`config.mk`:
```
export PLATFORM = sky130hd
export DESIGN_NAME = asp_init_core
export DESIGN_NICKNAME = d
export VERILOG_FILES = /design/src/design/asp_srg.v /design/src/design/asp_init_core.v
export VERILOG_INCLUDE_DIRS = /design/src /design/src/design
export SDC_FILE = /design/constraint.sdc
export NUM_CORES = 1
export LEC_CHECK = 0
export BUFFER_PORTS_ARGS = -buffer_cell sky130_fd_sc_hd__buf_2
export CORE_AREA = 3 3 122 124
export CTS_CLUSTER_DIAMETER = 50
export CTS_CLUSTER_SIZE = 24
export DETAILED_ROUTE_END_ITERATION = 10
export DIE_AREA = 0 0 125 127
export PLACE_DENSITY = 0.68
export SETUP_SLACK_MARGIN = 0.4
export SLEW_MARGIN = 20
export SYNTH_ARGS = -nofsm -noshare
export SYNTH_HDL_FRONTEND = slang
export SYNTH_HIERARCHICAL = 1
export SYNTH_SLANG_ARGS = --single-unit
```
`constraint.sdc`:
```
create_clock -name mclk -period 3.3 [get_ports mclk]
set_clock_uncertainty 0.05 [all_clocks]
set_input_delay 0.165 -clock mclk [delete_from_list [all_inputs] [get_ports mclk]]
set_output_delay 0.165 -clock mclk [all_outputs]
set_load 0.01 [all_outputs]
```
`src/design/asp_init_map.vh`:
```
// Register map, field positions and timing counts of the serial port sequencer.
// Assumes inclusion by the port core and its sample rate generator.
`ifndef ASP_INIT_MAP_VH
`define ASP_INIT_MAP_VH

`define ASP_ADDR_CTRL       4'h0
`define ASP_ADDR_SRG        4'h1
`define ASP_ADDR_PIN        4'h2
`define ASP_ADDR_TXDATA     4'h3
`define ASP_ADDR_RXDATA     4'h4
`define ASP_ADDR_STATUS     4'h5

// Control register bits
`define ASP_CTL_RECEIVER_RESET_N        0
`define ASP_CTL_TRANSMITTER_RESET_N        1
`define ASP_CTL_CLOCK_GEN_RESET_N        2
`define ASP_CTL_FRAME_GEN_RESET_N        3
`define ASP_CTL_TRANSMIT_INTERRUPT_MODE_LO    4
`define ASP_CTL_TRANSMIT_INTERRUPT_MODE_HI    5
`define ASP_CTL_RECEIVE_INTERRUPT_MODE_LO    6
`define ASP_CTL_RECEIVE_INTERRUPT_MODE_HI    7
// Rate generator register fields
`define ASP_SRG_DIV_LO      0
`define ASP_SRG_DIV_HI      7
`define ASP_SRG_GEN_CLOCK_MODE_SELECT       8
`define ASP_SRG_FRAME_GENERATOR_MODE        9
// Pin control register fields
`define ASP_PIN_PIN_CLOCK_MODE_EXTENSION      0
// Status register bits
`define ASP_ST_TRANSMIT_READY_FLAG         0
`define ASP_ST_RECEIVE_READY_FLAG         1
`define ASP_ST_SHIFT_REG_NOT_EMPTY_FLAG       2
`define ASP_ST_TRANSMIT_SYNC_ERROR     3

`define ASP_INTM_READY      2'h0
`define ASP_INTM_FSYNC      2'h2
`define ASP_INTM_SYNCERR    2'h3

`define ASP_CTRL_RESET      8'h00
`define ASP_SRG_RESET       10'h001
`define ASP_TXSR_DEFAULT    16'h0000
`define ASP_SYNC_WINDOW     2'h2
`define ASP_FSG_DELAY       4'h7

`endif

```
`src/design/asp_srg.v`:
```
// Sample rate generator: divided bit clock and frame sync generator.
// Assumes one system clock; source clock and pin clock already synchronised.
`timescale 1ns/1ps
`default_nettype none

module asp_srg #(
   parameter DIV_W = 8
) (
   input  wire             mclk,
   input  wire             rst_n,
   input  wire             clk_rst_n,
   input  wire             frame_rst_n,
   input  wire             src_rise,
   input  wire [DIV_W-1:0] divider,
   output reg              bit_clk_r,
   output reg              bit_rise_r,
   output reg              frame_sync_r
);
`include "asp_init_map.vh"

   reg [DIV_W-1:0] cnt_r;
   reg [3:0]       fdel_r;
   reg             started_r;

   always @(posedge mclk or negedge rst_n) begin
      if (!rst_n) begin
         cnt_r        <= {DIV_W{1'b0}};
         bit_clk_r    <= 1'b0;
         bit_rise_r   <= 1'b0;
         started_r    <= 1'b0;
         frame_sync_r <= 1'b0;
         fdel_r       <= 4'h0;
      end else begin
         bit_rise_r <= 1'b0;
         if (!clk_rst_n) begin
            cnt_r        <= {DIV_W{1'b0}};
            bit_clk_r    <= 1'b0;
            started_r    <= 1'b0;
            frame_sync_r <= 1'b0;
            fdel_r       <= 4'h0;
         end else if (src_rise) begin
            if (!started_r || cnt_r == divider) begin
               // Period is divider+1 source edges
               cnt_r      <= {DIV_W{1'b0}};
               bit_clk_r  <= 1'b1;
               bit_rise_r <= 1'b1;
               started_r  <= 1'b1;
            end else begin
               cnt_r <= cnt_r + {{(DIV_W-1){1'b0}}, 1'b1};
               if (cnt_r == (divider >> 1))
                  bit_clk_r <= 1'b0;
            end
         end
         if (bit_rise_r) begin
            if (!frame_rst_n) begin
               fdel_r       <= 4'h0;
               frame_sync_r <= 1'b0;
            end else if (fdel_r != `ASP_FSG_DELAY) begin
               fdel_r       <= fdel_r + 4'h1;
               frame_sync_r <= 1'b0;
            end else begin
               frame_sync_r <= 1'b1;
            end
         end else if (!frame_rst_n) begin
            frame_sync_r <= 1'b0;
         end
      end
   end

endmodule

`default_nettype wire

```
`src/design/asp_init_core.v`:
```
// Serial port start-up sequencer with register port.
// Assumes pins from outside the mclk domain; software follows the start-up order.
`timescale 1ns/1ps
`default_nettype none

//
// Operation
// Program control only with everything in reset
// Software waits two clocks for synchronisation
// Source clock chosen by mode and extension
// Software sets clock reset then waits
// Bit clock divides source by divider plus one
// First enable may flag spurious sync error
// Clearing transmit reset clears sync error
// DMA started before sections leave reset
// Released section issues events, interrupts, ready
// Mode zero syncs per copy, one uses generator
// Load transmit data before starting frame generator
// Frame sync after seven to eight clocks
// Transmitter idles until external frame sync
// Early sync shifts default content out
// Software releases transmitter after first sync
// Sync-detect interrupt only out of reset
// Pin switching only with external masters
// All reset bits read zero after reset
// Clock reset holds clock and sync low
// Transmitter release raises transmit ready
module asp_init_core #(
   parameter DIV_W  = 8,
   parameter DATA_W = 16
) (
   input  wire              mclk,
   input  wire              rst_n,
   input  wire [3:0]        addr,
   input  wire [15:0]       wdata,
   input  wire              wr,
   input  wire              rd,
   output reg  [15:0]       rdata_r,
   input  wire              src_clk_pin,
   input  wire              ext_bit_clk_pin,
   input  wire              ext_fsx_pin,
   input  wire              ext_fsr_pin,
   input  wire              rx_data_pin,
   output reg               tx_data_r,
   output reg               tx_data_oe_r,
   output reg               bit_clk_out_r,
   output reg               fsx_out_r,
   output reg               fsr_out_r,
   output reg               transmit_dma_event_r,
   output reg               receive_dma_event_r,
   output reg               transmit_interrupt_r,
   output reg               receive_interrupt_r
);
`include "asp_init_map.vh"

   reg [7:0]        ctrl_r;
   reg [9:0]        srg_r;
   reg              pin_clock_mode_extension_r;
   reg [DATA_W-1:0] txd_r;
   reg [DATA_W-1:0] txsr_r;
   reg [DATA_W-1:0] rxsr_r;
   reg [DATA_W-1:0] rxd_r;
   reg [4:0]        txcnt_r;
   reg [4:0]        rxcnt_r;
   reg              transmit_ready_flag_r;
   reg              receive_ready_flag_r;
   reg              shift_reg_not_empty_flag_r;
   reg              transmit_sync_error_r;
   reg              first_en_r;
   reg [1:0]        errwin_r;
   reg              tx_active_r;
   reg              rx_active_r;
   reg              transmitter_reset_n_q_r;
   reg              first_sync_r;
   reg              fsx_prev_r;
   reg              fsr_prev_r;
   reg              bclk_prev_r;
   reg              srcp_prev_r;
   reg [1:0]        src_s_r;
   reg [1:0]        bclk_s_r;
   reg [1:0]        fsx_s_r;
   reg [1:0]        fsr_s_r;
   reg [1:0]        dr_s_r;

   wire clk_rst_n   = ctrl_r[`ASP_CTL_CLOCK_GEN_RESET_N];
   wire frame_rst_n = ctrl_r[`ASP_CTL_FRAME_GEN_RESET_N];
   wire transmitter_reset_n_n      = ctrl_r[`ASP_CTL_TRANSMITTER_RESET_N];
   wire receiver_reset_n_n      = ctrl_r[`ASP_CTL_RECEIVER_RESET_N];
   wire frame_generator_mode        = srg_r[`ASP_SRG_FRAME_GENERATOR_MODE];
   wire [1:0] transmit_interrupt_mode = ctrl_r[`ASP_CTL_TRANSMIT_INTERRUPT_MODE_HI:`ASP_CTL_TRANSMIT_INTERRUPT_MODE_LO];
   wire [1:0] receive_interrupt_mode = ctrl_r[`ASP_CTL_RECEIVE_INTERRUPT_MODE_HI:`ASP_CTL_RECEIVE_INTERRUPT_MODE_LO];

   // Pins are asynchronous to mclk: two stages before use
   always @(posedge mclk or negedge rst_n) begin
      if (!rst_n) begin
         src_s_r  <= 2'h0;
         bclk_s_r <= 2'h0;
         fsx_s_r  <= 2'h0;
         fsr_s_r  <= 2'h0;
         dr_s_r   <= 2'h0;
      end else begin
         src_s_r  <= {src_s_r[0], src_clk_pin};
         bclk_s_r <= {bclk_s_r[0], ext_bit_clk_pin};
         fsx_s_r  <= {fsx_s_r[0], ext_fsx_pin};
         fsr_s_r  <= {fsr_s_r[0], ext_fsr_pin};
         dr_s_r   <= {dr_s_r[0], rx_data_pin};
      end
   end

   // Source select: mclk when both bits agree (both low or both high), else the pin clock
   wire src_sel_pin = srg_r[`ASP_SRG_GEN_CLOCK_MODE_SELECT] ^ pin_clock_mode_extension_r;
   wire src_rise    = src_sel_pin ? (src_s_r[1] & ~srcp_prev_r) : 1'b1;

   wire       gen_clk;
   wire       gen_rise;
   wire       gen_fs;

   asp_srg #(
      .DIV_W (DIV_W)
   ) u_srg (
      .mclk         (mclk),
      .rst_n        (rst_n),
      .clk_rst_n    (clk_rst_n),
      .frame_rst_n  (frame_rst_n),
      .src_rise     (src_rise),
      .divider      (srg_r[`ASP_SRG_DIV_HI:`ASP_SRG_DIV_LO]),
      .bit_clk_r    (gen_clk),
      .bit_rise_r   (gen_rise),
      .frame_sync_r (gen_fs)
   );

   // Bit tick: generated clock when running, else external clock
   wire ext_rise = bclk_s_r[1] & ~bclk_prev_r;
   wire bit_tick = clk_rst_n ? gen_rise : ext_rise;
   wire ext_fsx  = fsx_s_r[1] & ~fsx_prev_r;
   wire ext_fsr  = fsr_s_r[1] & ~fsr_prev_r;
   // Copy only into an empty shift register, so a queued word never overwrites one
   wire tx_copy  = bit_tick & ~tx_active_r & ~transmit_ready_flag_r & ~shift_reg_not_empty_flag_r;
   // Per-copy sync when mode is zero; generator otherwise
   wire fsx_int  = frame_generator_mode ? (gen_fs & gen_rise) : tx_copy;
   wire fsx_ext  = ext_fsx;
   wire tx_sync  = transmitter_reset_n_n & ((clk_rst_n & fsx_int) | (~clk_rst_n & fsx_ext));
   wire rx_sync  = receiver_reset_n_n & (ext_fsr | (frame_rst_n & gen_fs & gen_rise));
   wire xrise    = transmitter_reset_n_n & ~transmitter_reset_n_q_r;

   wire wr_ctrl  = wr && addr == `ASP_ADDR_CTRL;
   wire wr_txd   = wr && addr == `ASP_ADDR_TXDATA;
   wire rd_rxd   = rd && addr == `ASP_ADDR_RXDATA;

   always @(posedge mclk or negedge rst_n) begin
      if (!rst_n) begin
         ctrl_r       <= `ASP_CTRL_RESET;
         srg_r        <= `ASP_SRG_RESET;
         pin_clock_mode_extension_r     <= 1'b0;
         rdata_r      <= 16'h0000;
         txd_r        <= {DATA_W{1'b0}};
         txsr_r       <= `ASP_TXSR_DEFAULT;
         rxsr_r       <= {DATA_W{1'b0}};
         rxd_r        <= {DATA_W{1'b0}};
         txcnt_r      <= 5'h00;
         rxcnt_r      <= 5'h00;
         transmit_ready_flag_r       <= 1'b0;
         receive_ready_flag_r       <= 1'b0;
         shift_reg_not_empty_flag_r     <= 1'b0;
         transmit_sync_error_r   <= 1'b0;
         first_en_r   <= 1'b1;
         errwin_r     <= 2'h0;
         tx_active_r  <= 1'b0;
         rx_active_r  <= 1'b0;
         transmitter_reset_n_q_r     <= 1'b0;
         first_sync_r <= 1'b0;
         fsx_prev_r   <= 1'b0;
         fsr_prev_r   <= 1'b0;
         bclk_prev_r  <= 1'b0;
         srcp_prev_r  <= 1'b0;
      end else begin
         fsx_prev_r  <= fsx_s_r[1];
         fsr_prev_r  <= fsr_s_r[1];
         bclk_prev_r <= bclk_s_r[1];
         srcp_prev_r <= src_s_r[1];
         transmitter_reset_n_q_r    <= transmitter_reset_n_n;
         // Software keeps sequencing order; writes are taken as given
         if (wr_ctrl)
            ctrl_r <= wdata[7:0];
         if (wr && addr == `ASP_ADDR_SRG)
            srg_r <= wdata[9:0];
         if (wr && addr == `ASP_ADDR_PIN)
            pin_clock_mode_extension_r <= wdata[`ASP_PIN_PIN_CLOCK_MODE_EXTENSION];
         if (rd) begin
            case (addr)
               `ASP_ADDR_CTRL:   rdata_r <= {8'h00, ctrl_r};
               `ASP_ADDR_SRG:    rdata_r <= {6'h00, srg_r};
               `ASP_ADDR_PIN:    rdata_r <= {15'h0000, pin_clock_mode_extension_r};
               `ASP_ADDR_TXDATA: rdata_r <= txd_r;
               `ASP_ADDR_RXDATA: rdata_r <= rxd_r;
               `ASP_ADDR_STATUS: rdata_r <= {12'h000, transmit_sync_error_r, shift_reg_not_empty_flag_r, receive_ready_flag_r, transmit_ready_flag_r};
               default:          rdata_r <= 16'h0000;
            endcase
         end else begin
            rdata_r <= 16'h0000;
         end

         // Transmitter
         if (!transmitter_reset_n_n) begin
            transmit_ready_flag_r      <= 1'b0;
            shift_reg_not_empty_flag_r    <= 1'b0;
            tx_active_r <= 1'b0;
            txcnt_r     <= 5'h00;
            errwin_r    <= 2'h0;
            txsr_r      <= `ASP_TXSR_DEFAULT;
            transmit_sync_error_r  <= 1'b0;
         end else begin
            if (xrise) begin
               transmit_ready_flag_r <= 1'b1;
               if (first_en_r) begin
                  first_en_r <= 1'b0;
                  errwin_r   <= `ASP_SYNC_WINDOW;
               end
            end
            if (wr_txd) begin
               txd_r  <= wdata[DATA_W-1:0];
               transmit_ready_flag_r <= 1'b0;
            end
            if (errwin_r != 2'h0 && bit_tick) begin
               errwin_r <= errwin_r - 2'h1;
               // Spurious error lands inside the two-clock window
               if (errwin_r == 2'h1 && tx_sync)
                  transmit_sync_error_r <= 1'b1;
            end
            // Load ahead of the sync so software can see the word taken
            if (tx_copy) begin
               txsr_r   <= txd_r;
               shift_reg_not_empty_flag_r <= 1'b1;
               transmit_ready_flag_r   <= 1'b1;
            end
            if (tx_sync && !tx_active_r) begin
               // No word loaded: default shift content goes out
               tx_active_r <= 1'b1;
               txcnt_r     <= 5'h00;
            end else if (tx_active_r && bit_tick) begin
               txsr_r  <= {txsr_r[DATA_W-2:0], 1'b0};
               txcnt_r <= txcnt_r + 5'h01;
               if (txcnt_r == DATA_W - 1) begin
                  tx_active_r <= 1'b0;
                  shift_reg_not_empty_flag_r    <= 1'b0;
               end
            end
         end

         // Receiver
         if (!receiver_reset_n_n) begin
            receive_ready_flag_r      <= 1'b0;
            rx_active_r <= 1'b0;
            rxcnt_r     <= 5'h00;
         end else begin
            if (rd_rxd)
               receive_ready_flag_r <= 1'b0;
            if (rx_sync && !rx_active_r) begin
               rx_active_r <= 1'b1;
               rxcnt_r     <= 5'h00;
            end else if (rx_active_r && bit_tick) begin
               rxsr_r  <= {rxsr_r[DATA_W-2:0], dr_s_r[1]};
               rxcnt_r <= rxcnt_r + 5'h01;
               if (rxcnt_r == DATA_W - 1) begin
                  rx_active_r <= 1'b0;
                  rxd_r       <= {rxsr_r[DATA_W-2:0], dr_s_r[1]};
                  receive_ready_flag_r      <= 1'b1;
               end
            end
         end
         first_sync_r <= ext_fsx;
      end
   end

   // Pins and service requests, all registered
   always @(posedge mclk or negedge rst_n) begin
      if (!rst_n) begin
         tx_data_r            <= 1'b0;
         tx_data_oe_r         <= 1'b0;
         bit_clk_out_r        <= 1'b0;
         fsx_out_r            <= 1'b0;
         fsr_out_r            <= 1'b0;
         transmit_dma_event_r <= 1'b0;
         receive_dma_event_r  <= 1'b0;
         transmit_interrupt_r <= 1'b0;
         receive_interrupt_r  <= 1'b0;
      end else begin
         tx_data_r     <= txsr_r[DATA_W-1];
         tx_data_oe_r  <= transmitter_reset_n_n;
         bit_clk_out_r <= gen_clk;
         // Inactive while the section sits in reset
         fsx_out_r     <= transmitter_reset_n_n & (frame_generator_mode ? gen_fs : tx_copy);
         fsr_out_r     <= receiver_reset_n_n & frame_rst_n & gen_fs;
         transmit_dma_event_r <= transmitter_reset_n_n & transmit_ready_flag_r;
         receive_dma_event_r  <= receiver_reset_n_n & receive_ready_flag_r;
         case (transmit_interrupt_mode)
            `ASP_INTM_READY:   transmit_interrupt_r <= transmitter_reset_n_n & transmit_ready_flag_r;
            `ASP_INTM_FSYNC:   transmit_interrupt_r <= transmitter_reset_n_n & tx_sync;
            `ASP_INTM_SYNCERR: transmit_interrupt_r <= transmitter_reset_n_n & transmit_sync_error_r;
            default:           transmit_interrupt_r <= 1'b0;
         endcase
         case (receive_interrupt_mode)
            `ASP_INTM_READY:   receive_interrupt_r <= receiver_reset_n_n & receive_ready_flag_r;
            `ASP_INTM_FSYNC:   receive_interrupt_r <= receiver_reset_n_n & rx_sync;
            default:           receive_interrupt_r <= 1'b0;
         endcase
      end
   end

endmodule

`default_nettype wire

```
==> results by group <==
Critical path
  • Critical Path AT: 2.66 ns
  • Crit path kind: reg -> reg
  • Critical path's top delay family: simple AND/OR/NAND/NOR gates
  • Reg-to-reg startpoint: src_s_r[1]$_DFF_PN0_
  • CP Capture Type: register
  • Crit Path Max Fanout: 9
  • Max incr delay on CP: 0.70 ns
  • Cell Chain, Critical Path: inv_1, o21ai_0, nor2b_1, nor3_1, nand3_1, xor2_1, a21oi_1
  • WP data required: 3.59 ns
  • Buf/Inv on CP: 1
  • Worst path slowest cell: o21ai_0
  • Reg2reg end: u_srg/cnt_r[7]$_DFFE_PN0P_
  • R2R cell count: 7
  • Crit start category: register
  • Worst reg-to-reg setup slack: 0.93 ns

Floorplanning
  • Row count: 43
  • Die area: 15,900 um2
  • Initial Utilization: 50.9%
  • Die Wd: 125 um
  • Core area: 13,900 um2
  • Die Height: 127 um
  • I/O pin count: 54

Route
  • Vias per cell: 5.83
  • Number of remaining DRC errors: 0
  • Detailed Routing Iterations Pass 1: 5
  • Post-Route WL: 15,900 um
  • Vias: 4,883
  • 1st-iter DRT viols: 503
  • Post-route ant nets: 0
  • Routed length per instance: 18.9 um

Timing
  • Final hold violations: 0
  • Tightest Pin Transition: 1.04 ns
  • Crit path time final: 2.37 ns
  • RSZ-0062 raised after global routing: false
  • Final setup TNS: 0 ns
  • Final Max Tran Viols: 0
  • Setup violators final: 0
  • Hold WS: 0.0211 ns
  • Slew margin rel.: 30.8%
  • Tcrit/Tclk final: 72.0%
  • Highest Clock Rate: 421 MHz

Yosys
  • Synth Register Bits: 156
  • Ys flop type: dfrtp_1
  • Mapped Nets: 616
  • Post-synthesis average cell area: 12.2 um2
  • Post-synth ARST share: 100%
  • Syn Inst Count: 579
  • Post-synthesis sequential area ratio: 55.3%
  • Yosys warns: 6
  • Synthesized cell area: 7070 um2
  • Synth cell types: 75
  • Post-synth EDFFs: 0

GRT
  • Vias in the first global route: 4,813
  • All-Layer GR Usage: 20.7%
  • First-pass GRT wire length: 26,200 um
  • GRT overflow: 0
  • Largest net degree at the start of global routing: 89
  • Initial antenna violation count: 1

Clocking
  • CTS tree: built
  • Root buf cell: clkbuf_16
  • H-tree Lvls: 4
  • CTS clock-pin slew for the worst setup and hold paths: 0.06 ns
  • # clock sinks: 156
  • Postcts setup bufs: 0
  • Clk buf depth: 2
  • Clk_lat worst skew: 0.42 ns
  • CTS Buf Count: 17

Status
  • Status: finished, final reports clean

Final layout
  • Nets: 681
  • Fraction of layout cells with a size suffix above 1: 27.7%
  • Final instance area: 8190 um2
  • Area delta synth->final: 15.8%
  • Post-layout util: 59.0%
  • Final non-filler cell total: 837
  • # diodes: 0

Placement
  • Post-DP HPWL: 10,800 um
  • Dpl cells: 783
  • Routability cong.: 0.846
  • PortBufs: 53
  • Placed inst area: 7390 um2

Worst hold path
  • Hold depth: 2
  • Hold wc startpoint: wdata[0]
  • Hold Path End: pin_clock_mode_extension_r$_DFFE_PN0P_
  • Hold WC Path Type: in -> reg

Power
  • Max rail drop VDD: 0.402 mV
  • Static Leak: 3.83 nW
  • Cell area power density: 622 nW/um2

Flow run
  • Max Cap Viol: 0
==> synth_stat cells, types with 3 or more instances <==
cell,instances,area share [%]
nand3_1,12,0.85
a22oi_1,17,1.8
nand2_1,25,1.3
o2bb2ai_1,17,2.1
nor2b_1,7,0.62
buf_4,5,0.53
xor2_1,18,2.2
inv_1,15,0.80
and3_1,10,0.89
xnor2_1,4,0.50
o21ai_0,7,0.50
ha_1,8,1.4
dfrtp_1,154,55
nand3b_1,3,0.32
o211ai_1,3,0.32
o221ai_1,15,1.9
nand2_2,4,0.35
a21oi_1,32,2.3
mux2_2,67,11
o21ai_1,5,0.35
buf_2,9,0.64
mux2i_1,6,0.85
clkbuf_1,11,0.58
buf_6,8,1.3
nor3_1,7,0.50
nor2_1,39,2.1
a21boi_0,4,0.42
o21a_1,4,0.42
and2_1,3,0.27
==> flip-flops by register name, indices dropped and copies added (netlist names), 4 cells and up <==
| register | flops |
|---|---|
| u_srg/cnt_r | 8 |
| ctrl_r | 8 |
| txsr_r | 16 |
| u_srg/fdel_r | 4 |
| txd_r | 16 |
| rdata_r | 16 |
| rxsr_r | 15 |
| srg_r | 10 |
| rxcnt_r | 5 |
| txcnt_r | 5 |
| rxd_r | 16 |
==> cells by family (layout without fill, tap and decap cells) <==
group | count (synthesis) | count (layout) | synth area share, %
DFF | 156 | 156 | 55.3
xor gates and xnor gates | 22 | 22 | 2.73
and+or+nand+nor | 137 | 137 | 11.0
AOI/OAI and AO/OA | 132 | 132 | 13.7
buffers and inverters | 49 | 127 | 3.88
muxes | 75 | 75 | 12.0
adders and majority gates | 8 | 8 | 1.42
==> worst max path at each step <==
stage / startpoint / endpoint / slack [ns] / cells past startpoint
floorplan: ctrl_r[2]$_DFFE_PN0P_ / rxsr_r[10]$_DFFE_PN0P_ / 1.44 / 6
global placement: src_s_r[1]$_DFF_PN0_ / u_srg/bit_clk_r$_DFFE_PN0P_ / 1.10 / 7
detailed placement: src_s_r[1]$_DFF_PN0_ / u_srg/cnt_r[7]$_DFFE_PN0P_ / 0.96 / 7
CTS: src_s_r[1]$_DFF_PN0_ / u_srg/cnt_r[7]$_DFFE_PN0P_ / 0.93 / 7
global route: src_s_r[1]$_DFF_PN0_ / u_srg/cnt_r[7]$_DFFE_PN0P_ / 0.66 / 7
finish: src_s_r[1]$_DFF_PN0_ / u_srg/cnt_r[7]$_DFFE_PN0P_ / 0.93 / 7
==> cells in the final DEF, fill, tap and decap left out, types with 4 or more instances in the layout <==
cell / instances
a21boi_0: 4
a21oi_1: 32
a22oi_1: 17
and3_1: 10
buf_2: 52
clkbuf_16: 17
clkinv_4: 4
dfrtp_1: 154
dlygate4sd3_1: 22
ha_1: 8
inv_1: 15
mux2_2: 67
mux2i_1: 6
nand2_1: 25
nand2_2: 4
nand3_1: 12
nor2_1: 39
nor2b_1: 7
nor3_1: 7
o21a_1: 4
o21ai_0: 7
o21ai_1: 5
o221ai_1: 15
o2bb2ai_1: 17
xnor2_1: 4
xor2_1: 18
==> layer usage <==
layer  share of wire, %  up-vias  track usage (%)  wire (um)
met5              0.082        -                0         13
met4               0.91        2             5.99        145
met3                4.4       18             4.31        691
met2                 48      124             32.4       7680
met1                 46     2497             29.6       7320
li1                   -     2242                -          -
==> power by group <==
group | total (W) | leakage (nW) | switching [W] | internal [W]
logic | 0.000844 | 1.47 | 0.000472 | 0.000372
clock network | 0.00188 | 0.282 | 0.000802 | 0.00108
registers | 0.00237 | 2.08 | 0.000262 | 0.00211
==> cell type report <==
class,count,area [um2]
clock buffer,19,443
tap,180,225
multi-input combinational,374,2890
timing repair buffer,79,534
inverter,16,60.1
clock inverter,13,131
fill,1106,5690
sequential,156,3910
==> what timing repair did <==
item,4_1_cts,5_1_grt
hold buffers,22,0
gates resized for setup,0,0
hold endpoints to repair,121,0
==> through the flow <==
| stage | power [W] | setup slack (ns) |
|---|---|---|
| floorplan | 0.00295 | 1.44 |
| global placement | 0.00317 | 1.10 |
| detailed placement | 0.00321 | 0.961 |
| CTS | 0.00513 | 0.933 |
| global route | 0.00535 | 0.661 |
| finish | 0.00509 | 0.926 |
Power figures use the tool's default switching activity.
